### config.mk
export PLATFORM = sky130hd
export DESIGN_NAME = pmlc_loop_ctrl
export DESIGN_NICKNAME = d
export VERILOG_FILES = /design/src/common/pmlc_pkg.sv /design/src/rtl/pmlc_sync_edge.sv /design/src/rtl/pmlc_loop_ctrl.sv
export SDC_FILE = /design/constraint.sdc
export NUM_CORES = 1
export LEC_CHECK = 0
export ABC_AREA = 0
export BUFFER_PORTS_ARGS = -buffer_cell sky130_fd_sc_hd__buf_4
export CAP_MARGIN = 20
export CORE_MARGIN = 2
export CORE_UTILIZATION = 51
export DETAILED_ROUTE_END_ITERATION = 6
export PLACE_DENSITY = 0.89
export SYNTH_ARGS = -nofsm -noshare
export SYNTH_HDL_FRONTEND = slang
export SYNTH_SLANG_ARGS = --single-unit
export TNS_END_PERCENT = 1
### constraint.sdc
create_clock -name ref_clk -period 3.1 [get_ports ref_clk]
set_clock_uncertainty 0.05 [all_clocks]
set_input_delay 0.62 -clock ref_clk [delete_from_list [all_inputs] [get_ports ref_clk]]
set_output_delay 0.62 -clock ref_clk [all_outputs]
set_load 0.005 [all_outputs]
### src/common/pmlc_pkg.sv
// Package for the loop mode and lock control block: register map, fields,
// reset values, bus states and the packed state records of both modules.
// Assumes a 32-bit Avalon-MM slave port with byte addresses, word aligned.
package pmlc_pkg;

	// Register indices; byte address is four times the index
	localparam logic [7:0] PMLC_PLL_CONTROL_IDX = 8'h1c;
	localparam logic [7:0] PMLC_BANDWIDTH_CONTROL_IDX = 8'h1d;
	localparam logic [7:0] PMLC_MULTIPLIER_PROGRAMMING_IDX = 8'h1e;
	localparam int PMLC_ADDR_W = 8;

	// pll_control fields
	localparam int PMLC_CTL_IRQ_EN_BIT = 7;
	localparam int PMLC_CTL_FLAG_BIT = 6;
	localparam int PMLC_CTL_POWER_BIT = 5;
	localparam int PMLC_CTL_SEL_BIT = 4;

	// bandwidth_control fields
	localparam int PMLC_BW_AUTO_BIT = 7;
	localparam int PMLC_BW_LOCK_BIT = 6;
	localparam int PMLC_BW_TRACK_BIT = 5;

	// multiplier_programming fields: N high nibble, L low nibble
	localparam int PMLC_N_LSB = 4;
	localparam int PMLC_L_LSB = 0;
	localparam int PMLC_NIB_W = 4;

	// Values after reset
	localparam logic [3:0] PMLC_N_RST = 4'h0;
	localparam logic [3:0] PMLC_L_RST = 4'h0;

	// Nominal center-of-range frequency in Hz
	localparam int unsigned PMLC_NOM_FREQ_HZ = 4915200;
	localparam int PMLC_CENTER_W = 27;

	// Lock detector counter width
	localparam int PMLC_LD_W = 8;

	// Bus answer states
	typedef enum logic [0:0]
	{
		PMLC_BUS_IDLE = 1'b0,
		PMLC_BUS_ACK = 1'b1
	} pmlc_bus_type;

	// Synchroniser state
	typedef struct packed
	{
		logic s1;
		logic s2;
		logic s3;
	} pmlc_sync_type;

	// Whole state of the control block
	typedef struct packed
	{
		pmlc_bus_type bus;
		logic [31:0] rdata;
		logic irq_en;
		logic lock_flag;
		logic loop_on;
		logic vco_sel;
		logic auto_bw;
		logic lock;
		logic track;
		logic [3:0] mul_n;
		logic [3:0] mul_l;
		logic [3:0] fb_cnt;
		logic fb_tick;
		logic pump_up;
		logic pump_down;
		logic [PMLC_LD_W-1:0] win_refs;
		logic [PMLC_LD_W-1:0] win_fbs;
		logic [PMLC_CENTER_W-1:0] center_hz;
	} pmlc_state_type;

	localparam pmlc_sync_type PMLC_SYNC_RST = '0;
	localparam pmlc_state_type PMLC_STATE_RST = '{
		bus: PMLC_BUS_IDLE,
		mul_n: PMLC_N_RST,
		mul_l: PMLC_L_RST,
		default: '0
	};

endpackage

### src/rtl/pmlc_sync_edge.sv
// Two-flop synchroniser with rising-edge detect for one clock pin.
// Assumes the pin toggles no faster than a quarter of ref_clk.
`timescale 1ns/1ps
module pmlc_sync_edge
(
	// Clock and reset
	input wire logic ref_clk,
	input wire logic nrst,
	// Asynchronous pin
	input wire logic pin,
	// Synchronised level and edge
	output logic level,
	output logic rise
);

	pmlc_pkg::pmlc_sync_type q;
	pmlc_pkg::pmlc_sync_type d;

	// Shift chain; s1 is read only by s2
	always_comb
	begin
		d.s1 = pin;
		d.s2 = q.s1;
		d.s3 = q.s2;
	end

	always_ff @(posedge ref_clk)
	begin
		if (!nrst)
			q <= pmlc_pkg::PMLC_SYNC_RST;
		else
			q <= d;
	end

	// Edge seen on the stable pair only
	assign level = q.s2;
	assign rise = q.s2 & ~q.s3;

endmodule

### src/rtl/pmlc_loop_ctrl.sv
// Control and monitoring logic of a frequency-multiplying loop: feedback
// divider, reference path, phase and lock detectors, filter mode, registers.
// Assumes vco_clock and crystal_clock pins are much slower than ref_clk and
// an Avalon-MM master with byte addresses on the register port.
//
// Chosen here: the Avalon-MM slave port.
`timescale 1ns/1ps

module pmlc_loop_ctrl
#(
	parameter logic [pmlc_pkg::PMLC_LD_W-1:0] LD_WINDOW = 8'h20,
	parameter logic [pmlc_pkg::PMLC_LD_W-1:0] TRK_TOL = 8'h02,
	parameter logic [pmlc_pkg::PMLC_LD_W-1:0] UNT_TOL = 8'h04,
	parameter logic [pmlc_pkg::PMLC_LD_W-1:0] LOCK_TOL = 8'h01,
	parameter logic [pmlc_pkg::PMLC_LD_W-1:0] UNL_TOL = 8'h03
)
(
	// Clock and reset
	input wire logic ref_clk,
	input wire logic nrst,
	// Avalon-MM register slave
	input wire logic [pmlc_pkg::PMLC_ADDR_W-1:0] avs_address,
	input wire logic avs_read,
	input wire logic avs_write,
	input wire logic [3:0] avs_byteenable,
	input wire logic [31:0] avs_writedata,
	output logic [31:0] avs_readdata,
	output logic avs_waitrequest,
	// Clock pins from oscillator and VCO
	input wire logic crystal_clock,
	input wire logic vco_clock,
	// Loop side
	output logic final_reference_clock,
	output logic vco_feedback_clock,
	output logic pump_up,
	output logic pump_down,
	output logic filter_tracking,
	output logic loop_enable,
	output logic [pmlc_pkg::PMLC_CENTER_W-1:0] center_freq_hz,
	// Base clock selector and CPU interrupt
	output logic base_clock_source_select,
	output logic lock_change_irq
);

	pmlc_pkg::pmlc_state_type q;
	pmlc_pkg::pmlc_state_type d;
	logic ref_level;
	logic ref_rise;
	logic vco_rise;
	logic [7:0] reg_idx;
	logic [31:0] rd_mux;
	logic bus_req;

	// Reference path: buffered only, never divided
	pmlc_sync_edge u_ref_sync
	(
		.ref_clk(ref_clk),
		.nrst(nrst),
		.pin(crystal_clock),
		.level(ref_level),
		.rise(ref_rise)
	);

	// VCO pin feeds the modulo divider
	pmlc_sync_edge u_vco_sync
	(
		.ref_clk(ref_clk),
		.nrst(nrst),
		.pin(vco_clock),
		.level(),
		.rise(vco_rise)
	);

	assign reg_idx = {2'b00, avs_address[pmlc_pkg::PMLC_ADDR_W-1:2]};
	assign bus_req = avs_read | avs_write;

	// Read view; disabled fields read zero outside auto mode
	always_comb
	begin
		rd_mux = 32'h00000000;
		case (reg_idx)
			pmlc_pkg::PMLC_PLL_CONTROL_IDX:
			begin
				rd_mux[pmlc_pkg::PMLC_CTL_IRQ_EN_BIT] = q.irq_en & q.auto_bw;
				rd_mux[pmlc_pkg::PMLC_CTL_FLAG_BIT] = q.lock_flag;
				rd_mux[pmlc_pkg::PMLC_CTL_POWER_BIT] = q.loop_on;
				rd_mux[pmlc_pkg::PMLC_CTL_SEL_BIT] = q.vco_sel;
			end
			pmlc_pkg::PMLC_BANDWIDTH_CONTROL_IDX:
			begin
				rd_mux[pmlc_pkg::PMLC_BW_AUTO_BIT] = q.auto_bw;
				rd_mux[pmlc_pkg::PMLC_BW_LOCK_BIT] = q.lock & q.auto_bw;
				rd_mux[pmlc_pkg::PMLC_BW_TRACK_BIT] = q.track;
			end
			pmlc_pkg::PMLC_MULTIPLIER_PROGRAMMING_IDX:
			begin
				rd_mux[pmlc_pkg::PMLC_N_LSB +: pmlc_pkg::PMLC_NIB_W] = q.mul_n;
				rd_mux[pmlc_pkg::PMLC_L_LSB +: pmlc_pkg::PMLC_NIB_W] = q.mul_l;
			end
			default:
				rd_mux = 32'h00000000;
		endcase
	end

	// Next state of the whole block
	always_comb
	begin
		logic [3:0] n_eff;
		logic loop_act;
		logic [7:0] wd;
		logic wr_ok;
		logic up_n;
		logic dn_n;
		logic [pmlc_pkg::PMLC_LD_W-1:0] fbs;
		logic [pmlc_pkg::PMLC_LD_W-1:0] diff;
		logic new_on;
		logic new_sel;
		n_eff = 4'h0;
		loop_act = 1'b0;
		wd = avs_writedata[7:0];
		wr_ok = avs_write & avs_byteenable[0];
		up_n = 1'b0;
		dn_n = 1'b0;
		fbs = '0;
		diff = '0;
		new_on = 1'b0;
		new_sel = 1'b0;
		d = q;
		d.fb_tick = 1'b0;

		// Bus: one wait cycle, then the access takes effect
		case (q.bus)
			pmlc_pkg::PMLC_BUS_IDLE:
			begin
				if (bus_req)
				begin
					d.bus = pmlc_pkg::PMLC_BUS_ACK;
					d.rdata = rd_mux;
				end
			end
			pmlc_pkg::PMLC_BUS_ACK:
			begin
				d.bus = pmlc_pkg::PMLC_BUS_IDLE;
				// Only a flag that this read returned is cleared; a later set survives
				if (avs_read && reg_idx == pmlc_pkg::PMLC_PLL_CONTROL_IDX &&
					q.rdata[pmlc_pkg::PMLC_CTL_FLAG_BIT])
					d.lock_flag = 1'b0;
				if (wr_ok && reg_idx == pmlc_pkg::PMLC_PLL_CONTROL_IDX)
				begin
					new_on = wd[pmlc_pkg::PMLC_CTL_POWER_BIT];
					new_sel = wd[pmlc_pkg::PMLC_CTL_SEL_BIT];
					if (q.auto_bw)
						d.irq_en = wd[pmlc_pkg::PMLC_CTL_IRQ_EN_BIT];
					// Judged on old values, so a write can switch the loop off and select the VCO together
					if (new_on || !q.vco_sel)
						d.loop_on = new_on;
					if (!new_sel || q.loop_on)
						d.vco_sel = new_sel;
				end
				if (wr_ok && reg_idx == pmlc_pkg::PMLC_BANDWIDTH_CONTROL_IDX)
				begin
					d.auto_bw = wd[pmlc_pkg::PMLC_BW_AUTO_BIT];
					if (!q.auto_bw)
						d.track = wd[pmlc_pkg::PMLC_BW_TRACK_BIT];
				end
				if (wr_ok && reg_idx == pmlc_pkg::PMLC_MULTIPLIER_PROGRAMMING_IDX)
				begin
					d.mul_n = wd[pmlc_pkg::PMLC_N_LSB +: pmlc_pkg::PMLC_NIB_W];
					d.mul_l = wd[pmlc_pkg::PMLC_L_LSB +: pmlc_pkg::PMLC_NIB_W];
				end
			end
			default:
				d.bus = pmlc_pkg::PMLC_BUS_IDLE;
		endcase

		// Zero L kills the loop and the VCO selection
		loop_act = q.loop_on & (q.mul_l != 4'h0);
		if (d.mul_l == 4'h0)
			d.vco_sel = 1'b0;
		if (!d.auto_bw)
			d.irq_en = 1'b0;

		// Modulo divider; zero N counts as one
		n_eff = (q.mul_n == 4'h0) ? 4'h1 : q.mul_n;
		if (!loop_act)
			d.fb_cnt = 4'h0;
		else if (vco_rise)
		begin
			if (q.fb_cnt >= n_eff - 4'h1)
			begin
				d.fb_cnt = 4'h0;
				d.fb_tick = 1'b1;
			end
			else
				d.fb_cnt = q.fb_cnt + 4'h1;
		end

		// Phase-frequency detector: reference edge pumps up, feedback down
		up_n = q.pump_up | ref_rise;
		dn_n = q.pump_down | q.fb_tick;
		if (!loop_act || (up_n && dn_n))
		begin
			d.pump_up = 1'b0;
			d.pump_down = 1'b0;
		end
		else
		begin
			d.pump_up = up_n;
			d.pump_down = dn_n;
		end

		// Lock detector: count feedback ticks over a window of reference edges
		fbs = (q.fb_tick && q.win_fbs != '1) ? q.win_fbs + 1'b1 : q.win_fbs;
		diff = (fbs > LD_WINDOW) ? fbs - LD_WINDOW : LD_WINDOW - fbs;
		if (!loop_act)
		begin
			d.win_refs = '0;
			d.win_fbs = '0;
			if (q.auto_bw)
			begin
				d.track = 1'b0;
				d.lock = 1'b0;
			end
		end
		else if (ref_rise && q.win_refs == LD_WINDOW - 1'b1)
		begin
			// Evaluation rate follows the reference frequency
			d.win_refs = '0;
			d.win_fbs = '0;
			if (q.auto_bw)
			begin
				// Hysteresis between entry and exit bands
				if (diff <= TRK_TOL)
					d.track = 1'b1;
				else if (diff > UNT_TOL)
					d.track = 1'b0;
				if (diff <= LOCK_TOL)
					d.lock = 1'b1;
				else if (diff > UNL_TOL)
					d.lock = 1'b0;
			end
		end
		else
		begin
			d.win_fbs = fbs;
			if (ref_rise)
				d.win_refs = q.win_refs + 1'b1;
		end

		// Manual mode holds lock off
		if (!q.auto_bw)
			d.lock = 1'b0;

		// Lock toggle in auto mode sets the flag; set beats a same-cycle clear
		if (q.auto_bw && d.lock != q.lock)
			d.lock_flag = 1'b1;

		// Center-of-range frequency in Hz
		d.center_hz = pmlc_pkg::PMLC_CENTER_W'(32'(q.mul_l) * pmlc_pkg::PMLC_NOM_FREQ_HZ);
	end

	always_ff @(posedge ref_clk)
	begin
		if (!nrst)
			q <= pmlc_pkg::PMLC_STATE_RST;
		else
			q <= d;
	end

	// Bus handshake
	assign avs_waitrequest = bus_req & (q.bus != pmlc_pkg::PMLC_BUS_ACK);
	assign avs_readdata = q.rdata;

	// Loop side outputs
	assign final_reference_clock = ref_level;
	assign vco_feedback_clock = q.fb_tick;
	assign pump_up = q.pump_up;
	assign pump_down = q.pump_down;
	assign loop_enable = q.loop_on & (q.mul_l != 4'h0);
	assign filter_tracking = loop_enable & q.track;
	assign center_freq_hz = q.center_hz;
	assign base_clock_source_select = q.vco_sel;

	// Interrupt only in auto mode with enable set
	assign lock_change_irq = q.lock_flag & q.irq_en & q.auto_bw;

endmodule

==> results.json, run 1 <==
{
  "start_kind": "flop",
  "drv_slew": 0,
  "grt_pass1_wl_microns": 13000,
  "rows": 31,
  "boundaryPins": 118,
  "syn_inst": 448,
  "powerDensity_nw_per_um2": 417,
  "cpPeakStageDelay_ns": 0.52,
  "dr_wl_met3_microns": 472,
  "mostFrequentLayoutCell": "dfxtp_1",
  "tns_ns": 0,
  "fin_crit_sh": 0.950,
  "setup_ws_ns": 0.156,
  "path_class": "flop to flop",
  "yosysWarnings": 0,
  "drtIter0Drc": 289,
  "cts_tree": "yes",
  "cts_buffers": 9,
  "ys_seq_area_frac": 0.336,
  "cts.clk_slew.worst_paths_ns": 0.07,
  "timing.rr.end": "q[59]",
  "hold_violations": 0,
  "h-tree-depth": 3,
  "leakagePower_nw": 1.77,
  "hp-start": "u_ref_sync.d[1]",
  "top_layer_used": "met4",
  "grtUsageTotal": 0.192,
  "vias": 3127,
  "dr.pass1.iters": 7,
  "drive_above_1_share": 0.166,
  "drc_errors": 0,
  "met1Wirelength_microns": 3310,
  "synth_edf_count": 0,
  "r2r_slack_ns": 0.16,
  "synth.avg_cell_area_sq_um": 8.52,
  "crit_path_end_kind": "flop",
  "dp_hpwl_microns": 5750,
  "root_buffer": "clkbuf_8",
  "async_flop_share": 0,
  "hold_end": "u_ref_sync.level",
  "crit_buf_inv": 0,
  "crit_family": "simple AND/OR/NAND/NOR gates",
  "r2r-start": "q[28]",
  "clock_latency_ns": 0.35,
  "dieArea_sq_um": 8190,
  "max_cap_viol_count": 0,
  "grt_antenna_before_repair": 0,
  "io_buffers": 48,
  "num_antenna_cells": 0,
  "final.min_clock_period_ns": 2.94,
  "syn_area_sq_um": 3820,
  "hold_path_depth": 1,
  "wl_microns": 7870,
  "wire_per_inst_microns": 13.5,
  "max_freq_mhz": 340,
  "met2WireLength_microns": 3890,
  "core_sq_um": 7250,
  "rsz0062_at_grt": "false",
  "status": "complete, no violations",
  "grt_start_max_net_pins": 16,
  "cts_hold_buf": 0,
  "cts_sinks": 64,
  "cts_max_path_buffers": 2,
  "worstMarginPinSlew_ns": 0.513,
  "critPathSlowestCell": "nor4_1",
  "synth_top_flop_cell": "dfxtp_1",
  "crit_path_max_fanout": 9,
  "initial_core_util": 0.526,
  "post_synth_num_cell_types": 60,
  "worstPathRequired_ns": 3.27,
  "arrival_ns": 3.12,
  "ys_top_cells_by_area": "dfxtp_1 (34%), buf_4 (12%), ha_1 (7.5%)",
  "grt-ovfl-total": 0,
  "hold_path.class": "flop to flop",
  "peakVddDrop_uv": 352,
  "ys_ff_latch": 64,
  "ant_nets": 0,
  "area_growth_syn_to_layout_pct": 10.6,
  "maxSlewHeadroom": 0.655,
  "routabilityCongestion": 0.899,
  "fin_nets": 551,
  "setup_viol": 0,
  "grt_pass1_vias": 2943,
  "final_cell_mix": "dfxtp_1 (64), buf_4 (55), nor2_1 (54)",
  "die_y_microns": 90.5,
  "yosys.area.top_type": "dfxtp_1",
  "crit_chain": "ha_1, and3_1, nand4_2, a221oi_1, a2111oi_1, nor4_1, a22o_1, nor2_1",
  "cts_setup_buffers": 0,
  "r2r.worst_path.cells": 8,
  "pre_cts_slack_ns": 0.215,
  "yosysTopAreaCellShare": 0.336,
  "die-width_microns": 90.5,
  "via_per_inst": 5.38
}
-- where the power goes --
part,total [mW],internal (mW),switching [mW]
Sequential,0.829,0.826,0.00246
Combinational,0.0739,0.0290,0.0449
Clock,0.859,0.531,0.327
Total,1.76,1.39,0.375
-- layout make-up --
class                      count  area [sq um]
tap                           99           124
clock inverter                 6           108
clock buffer                  10           128
sequential                    64          1280
multi-input combinational    327          2090
inverter                      20          75.1
fill                         626          3030
timing repair buffer          55           413
-- cell usage after synthesis, types with 11 or more instances --
master and number:
dfxtp_1 64, buf_4 62, nor2_1 54, ha_1 23, inv_1 20, nand2_1 18, mux2i_1 16, o21ai_0 14
a21oi_1 12, clkbuf_1 12, nor3_1 12, nand3_1 11
-- flip-flops by register name, indices dropped and copies added, names as in the netlist --
name and count:
q 35, center_freq_hz 11, avs_readdata 8, base_clock_source_select 1, pump_down 1, pump_up 1, u_ref_sync.d 1, u_ref_sync.level 1
u_ref_sync.q 1, u_vco_sync.d 1, u_vco_sync.level 1, u_vco_sync.q 1, vco_feedback_clock 1
-- per-stage QoR --
| step | power, mW | std cells | utilization | hold slack [ns] | area [sq um] |
|---|---|---|---|---|---|
| after floorplan | 0.922 | 487 | - | 0.362 | 3960 |
| after global placement | 0.917 | 565 | 0.549 | 0.364 | 3980 |
| after detailed placement | 0.919 | 565 | 0.549 | 0.371 | 3980 |
| after CTS | 1.76 | 581 | 0.581 | 0.386 | 4210 |
| after global routing | 1.82 | 581 | 0.582 | 0.415 | 4220 |
| final | 1.76 | 581 | 0.582 | 0.382 | 4220 |
-- timing repair --
item / in CTS / in global routing
hold endpoints to repair: 0 / 0
resized for setup: 0 / 1
setup endpoints to repair: 0 / 1
-- worst max-delay path by stage --
| stage | start | end | slack, ns | depth (start not counted) |
|---|---|---|---|---|
| after global placement | q[28] | q[63] | 0.39 | 8 |
| after global routing | q[28] | q[59] | 0.02 | 8 |
| after CTS | q[28] | q[59] | 0.21 | 8 |
| final | q[28] | q[59] | 0.16 | 8 |
| after floorplan | q[52] | center_freq_hz[25] | 0.44 | 13 |
| after detailed placement | q[28] | q[59] | 0.22 | 8 |
-- logic make-up (layout without fill, tap and decap cells) --
kind of cell | after synthesis | after routing | share of synthesized area
xor gates and xnor gates | 18 | 18 | 0.0413
other | 1 | 40 | 0.000983
AOI/OAI and AO/OA | 68 | 68 | 0.122
adders and majority gates | 24 | 24 | 0.0807
and+or+nand+nor | 161 | 161 | 0.221
muxes | 16 | 16 | 0.0420
DFF | 64 | 64 | 0.336
buffers and inverters | 96 | 91 | 0.156
-- worst reg2reg max path, stage by stage (launching register included) --
cell       delay [ns]
dfxtp_1          0.47
ha_1             0.35
and3_1           0.32
nand4_2          0.18
a221oi_1         0.50
a2111oi_1        0.17
nor4_1           0.52
a22o_1           0.24
nor2_1           0.04
-- per-layer routing --
layer  vias to the layer above  GRT usage
met2                       126      0.338
met3                        24     0.0492
met5                         -          0
met4                         0     0.0782
met1                      1455      0.220
li1                       1522          -
Power figures use the tool's default switching activity.
==> inputs of run 2 (changes only) <==
--- a/config.mk
+++ b/config.mk
@@ -9,9 +9,9 @@
 export BUFFER_PORTS_ARGS = -buffer_cell sky130_fd_sc_hd__buf_4
 export CAP_MARGIN = 20
 export CORE_MARGIN = 2
-export CORE_UTILIZATION = 51
+export CORE_UTILIZATION = 52
 export DETAILED_ROUTE_END_ITERATION = 6
-export PLACE_DENSITY = 0.89
+export PLACE_DENSITY = 0.9
 export SYNTH_ARGS = -nofsm -noshare
 export SYNTH_HDL_FRONTEND = slang
 export SYNTH_SLANG_ARGS = --single-unit
==> results.json, run 2 (synthesis results as in run 1) <==
{
  "cts_setup_buffers": 0,
  "max_freq_mhz": 347,
  "path_class": "flop to flop",
  "rows": 31,
  "peakVddDrop_uv": 298,
  "grt_pass1_vias": 2952,
  "mostFrequentLayoutCell": "dfxtp_1",
  "powerDensity_nw_per_um2": 384,
  "ant_nets": 0,
  "num_antenna_cells": 0,
  "hold_path.class": "flop to flop",
  "cpPeakStageDelay_ns": 0.38,
  "clock_latency_ns": 0.34,
  "dieArea_sq_um": 8040,
  "worstPathRequired_ns": 3.26,
  "final.min_clock_period_ns": 2.88,
  "area_growth_syn_to_layout_pct": 9.38,
  "die-width_microns": 89.7,
  "h-tree-depth": 3,
  "cts.clk_slew.worst_paths_ns": 0.07,
  "wire_per_inst_microns": 13.3,
  "crit_path_max_fanout": 6,
  "crit_buf_inv": 3,
  "routabilityCongestion": 0.929,
  "status": "complete, no violations",
  "dp_hpwl_microns": 5850,
  "fin_util": 0.582,
  "cts_tree": "yes",
  "maxSlewHeadroom": 0.599,
  "crit_path_end_kind": "flop",
  "fin_nets": 551,
  "leakagePower_nw": 1.75,
  "regMostFlops": "q",
  "rsz0062_at_grt": "false",
  "cts_buffers": 9,
  "grt_start_max_net_pins": 19,
  "crit_family": "adder cells",
  "vias": 3073,
  "drv_slew": 0,
  "drive_above_1_share": 0.165,
  "arrival_ns": 3.04,
  "hold_violations": 0,
  "via_per_inst": 5.31,
  "die_y_microns": 89.7,
  "grtUsageTotal": 0.206,
  "critPathSlowestCell": "dfxtp_2",
  "worstMarginPinSlew_ns": 0.601,
  "boundaryPins": 118,
  "r2r_slack_ns": 0.22,
  "setup_viol": 0,
  "largest_reg_flops": 35,
  "root_buffer": "clkbuf_8",
  "drtIter0Drc": 186,
  "cts_hold_buf": 0,
  "grt-ovfl-total": 0,
  "start_kind": "flop",
  "cts_sinks": 64,
  "crit_chain": "inv_1, ha_1, inv_1, fa_1, inv_1, ha_1, and3b_1, o21a_1, o21ai_0, a21boi_0, o21ai_0, xnor2_1, nor2_1",
  "tns_ns": 0,
  "grt_pass1_wl_microns": 12900,
  "dr.pass1.iters": 4,
  "cts_resized": 0,
  "drc_errors": 0,
  "crit_path_frequent_cell": "inv_1",
  "io_buffers": 48,
  "wl_microns": 7720,
  "initial_core_util": 0.532,
  "fin_crit_sh": 0.929,
  "cts_max_path_buffers": 2,
  "core_sq_um": 7180,
  "final_cell_mix": "dfxtp_1 (63), buf_4 (55), nor2_1 (54)",
  "grt_antenna_before_repair": 0,
  "max_cap_viol_count": 0
}
==> run 2: cell types whose count changed in the layout (fill, tap and decap cells not counted), sizes merged <==
cell and change:
clkbuf +1, bufinv -2, clkinv -1
==> run 2: worst paths after layout <==
path,from,cells after the start,end
max reg2reg,q[53],13,center_freq_hz[25]
min,u_ref_sync.d[1],1,u_ref_sync.level
max,q[53],13,center_freq_hz[25]
min reg2reg,u_ref_sync.d[1],1,u_ref_sync.level
==> run 2: where the power goes <==
group	leakage [nW]	internal (mW)	total, mW	switching (mW)
Clock	0.0973	0.404	0.702	0.297
Sequential	0.517	0.827	0.829	0.00232
Combinational	1.13	0.0289	0.0726	0.0437
==> run 2: cell type report <==
| class | instances | area, sq um |
|---|---|---|
| clock buffers | 11 | 151 |
| clock inverters | 3 | 42.5 |
| fillers | 600 | 3000 |
| inverters | 20 | 75.1 |
| multi-input cells | 327 | 2090 |
| flip-flops and latches | 64 | 1280 |
| well taps | 99 | 124 |
| repair buffers | 55 | 413 |
==> run 2: routing by layer <==
metal / up-vias / GRT usage / share of wire
met5: - / 0 / 0
met4: 0 / 0.0773 / 0.014
met3: 10 / 0.0667 / 0.068
met2: 113 / 0.364 / 0.51
met1: 1433 / 0.231 / 0.41
li1: 1517 / - / -
==> run 2: stage by stage <==
stage	total power [mW]	hold slack, ns	cell area [sq um]	cells	setup WS, ns
2_1_floorplan	0.922	0.362	3960	487	0.440
3_3_place_gp	0.916	0.364	3980	565	0.236
3_5_place_dp	0.919	0.373	3980	565	0.152
4_1_cts	1.62	0.388	4170	579	0.127
5_1_grt	1.67	0.396	4170	579	0.0728
6_report	1.60	0.383	4170	579	0.219
==> run 2: worst register-to-register path, stage by stage (launching register included) <==
cell	delay (ns)
dfxtp_2	0.38
inv_1	0.10
ha_1	0.28
inv_1	0.05
fa_1	0.38
inv_1	0.07
ha_1	0.26
and3b_1	0.21
o21a_1	0.18
o21ai_0	0.20
a21boi_0	0.15
o21ai_0	0.21
xnor2_1	0.16
nor2_1	0.06
==> inputs of run 3 (changes only) <==
==> constraint.sdc (replaced) <==
create_clock -name ref_clk -period 3.1 [get_ports ref_clk]
set_clock_uncertainty 0.05 [all_clocks]
set_input_delay 0.93 -clock ref_clk [delete_from_list [all_inputs] [get_ports ref_clk]]
set_output_delay 0.93 -clock ref_clk [all_outputs]
set_load 0.005 [all_outputs]
==> results.json, run 3 (synthesis results as in run 1) <==
{
  "cts.clk_slew.worst_paths_ns": 0.06,
  "arrival_ns": 3.04,
  "grt_pass1_vias": 2971,
  "drv_slew": 0,
  "path_class": "flop to flop",
  "cpPeakStageDelay_ns": 0.38,
  "setup_viol": 0,
  "grt_start_max_net_pins": 18,
  "crit_path_end_kind": "flop",
  "grtUsageTotal": 0.209,
  "cts_buffers": 9,
  "boundaryPins": 118,
  "rows": 31,
  "routabilityCongestion": 0.898,
  "leakagePower_nw": 1.76,
  "final_cell_mix": "dfxtp_1 (63), buf_4 (55), nor2_1 (54)",
  "die-width_microns": 89.7,
  "start_kind": "flop",
  "via_per_inst": 5.26,
  "drc_errors": 0,
  "worstPathRequired_ns": 3.25,
  "core_sq_um": 7180,
  "dieArea_sq_um": 8040,
  "ant_nets": 0,
  "io_buffers": 48,
  "r2r-start": "q[53]",
  "crit_path_frequent_cell": "inv_1",
  "tns_ns": 0,
  "drive_above_1_share": 0.165,
  "largest_reg_flops": 35,
  "crit_buf_inv": 3,
  "maxSlewHeadroom": 0.634,
  "max_freq_mhz": 347,
  "fin_crit_sh": 0.931,
  "postLayoutCellArea_sq_um": 4190,
  "peakVddDrop_uv": 278,
  "grt-ovfl-total": 0,
  "wl_microns": 7920,
  "mostFrequentLayoutCell": "dfxtp_1",
  "crit_chain": "inv_1, ha_1, inv_1, fa_1, inv_1, ha_1, and3b_1, o21a_1, o21ai_0, a21boi_0, o21ai_0, xnor2_1, nor2_1",
  "status": "complete, no violations",
  "root_buffer": "clkbuf_8",
  "clock_latency_ns": 0.33,
  "wire_per_inst_microns": 13.7,
  "fin_nets": 551,
  "dp_hpwl_microns": 5990,
  "cts_max_path_buffers": 2,
  "fin_util": 0.584,
  "h-tree-depth": 3,
  "cts_sinks": 64,
  "hold_path.class": "flop to flop",
  "max_cap_viol_count": 0,
  "worstMarginPinSlew_ns": 0.549,
  "r2r_slack_ns": 0.22,
  "initial_core_util": 0.532,
  "hold_violations": 0,
  "num_antenna_cells": 0,
  "grt_antenna_before_repair": 0,
  "regMostFlops": "q",
  "dr.pass1.iters": 4,
  "grt_pass1_wl_microns": 13200,
  "crit_path_max_fanout": 6,
  "crit_start": "q[53]",
  "cts_tree": "yes",
  "powerDensity_nw_per_um2": 396,
  "timing.rr.end": "center_freq_hz[25]",
  "cts_hold_buf": 0,
  "crit_family": "adder cells",
  "r2r.worst_path.cells": 13,
  "drtIter0Drc": 158,
  "die_y_microns": 89.7,
  "cp-endpoint": "center_freq_hz[25]",
  "vias": 3045,
  "critPathSlowestCell": "dfxtp_2",
  "rsz0062_at_grt": "false",
  "dpl_cell_area_sq_um": 3980,
  "final.min_clock_period_ns": 2.88,
  "area_growth_syn_to_layout_pct": 9.74,
  "path_depth": 13
}
-- run 3: cell count changes in the layout (fill, tap and decap cells not counted), sizes merged --
cell,delta
clkinvlp,-1
clkbuf,-1
bufinv,+1
clkinv,+1
-- run 3: repair_timing --
action                     CTS  global route
setup endpoints to repair    0             1
setup buffers                0             0
gates resized for setup      0             1
-- run 3: layout make-up --
cell class / instances / area [sq um]
fillers: 615 / 2990
inverters: 20 / 75.1
flip-flops and latches: 64 / 1280
clock inverters: 4 / 70.1
clock buffers: 10 / 138
multi-input cells: 327 / 2090
repair buffers: 55 / 413
well taps: 99 / 124
-- run 3: through the flow --
step | power [mW] | instances | hold slack [ns] | setup WS [ns]
after global routing | 1.72 | 579 | 0.394 | 0.0484
after detailed placement | 0.918 | 565 | 0.375 | 0.162
after global placement | 0.917 | 565 | 0.364 | 0.234
after floorplan | 0.922 | 487 | 0.362 | 0.440
final | 1.66 | 579 | 0.388 | 0.215
after CTS | 1.67 | 579 | 0.390 | 0.138
-- run 3: how the worst min path moves through the flow --
| stage | start | end | depth (start not counted) | slack, ns |
|---|---|---|---|---|
| 2_1_floorplan | u_ref_sync.d[1] | u_ref_sync.level | 1 | 0.36 |
| 3_3_place_gp | u_ref_sync.d[1] | u_ref_sync.level | 1 | 0.36 |
| 3_5_place_dp | u_vco_sync.d[1] | u_vco_sync.level | 1 | 0.37 |
| 4_1_cts | u_vco_sync.d[1] | u_vco_sync.level | 1 | 0.39 |
| 5_1_grt | u_vco_sync.d[1] | u_vco_sync.level | 1 | 0.39 |
| 6_report | u_vco_sync.d[1] | u_vco_sync.level | 1 | 0.39 |
-- run 3: metal layers --
metal  track usage  wire length [microns]  share of wire
met5             0                      0              0
met4        0.0678                     87          0.011
met3        0.0622                    546          0.069
met2         0.367                   4090           0.52
met1         0.243                   3200           0.40
-- run 3: power by group --
part / total (mW) / switching, mW / internal, mW
registers: 0.829 / 0.00261 / 0.827
clock network: 0.756 / 0.293 / 0.463
logic: 0.0722 / 0.0434 / 0.0289
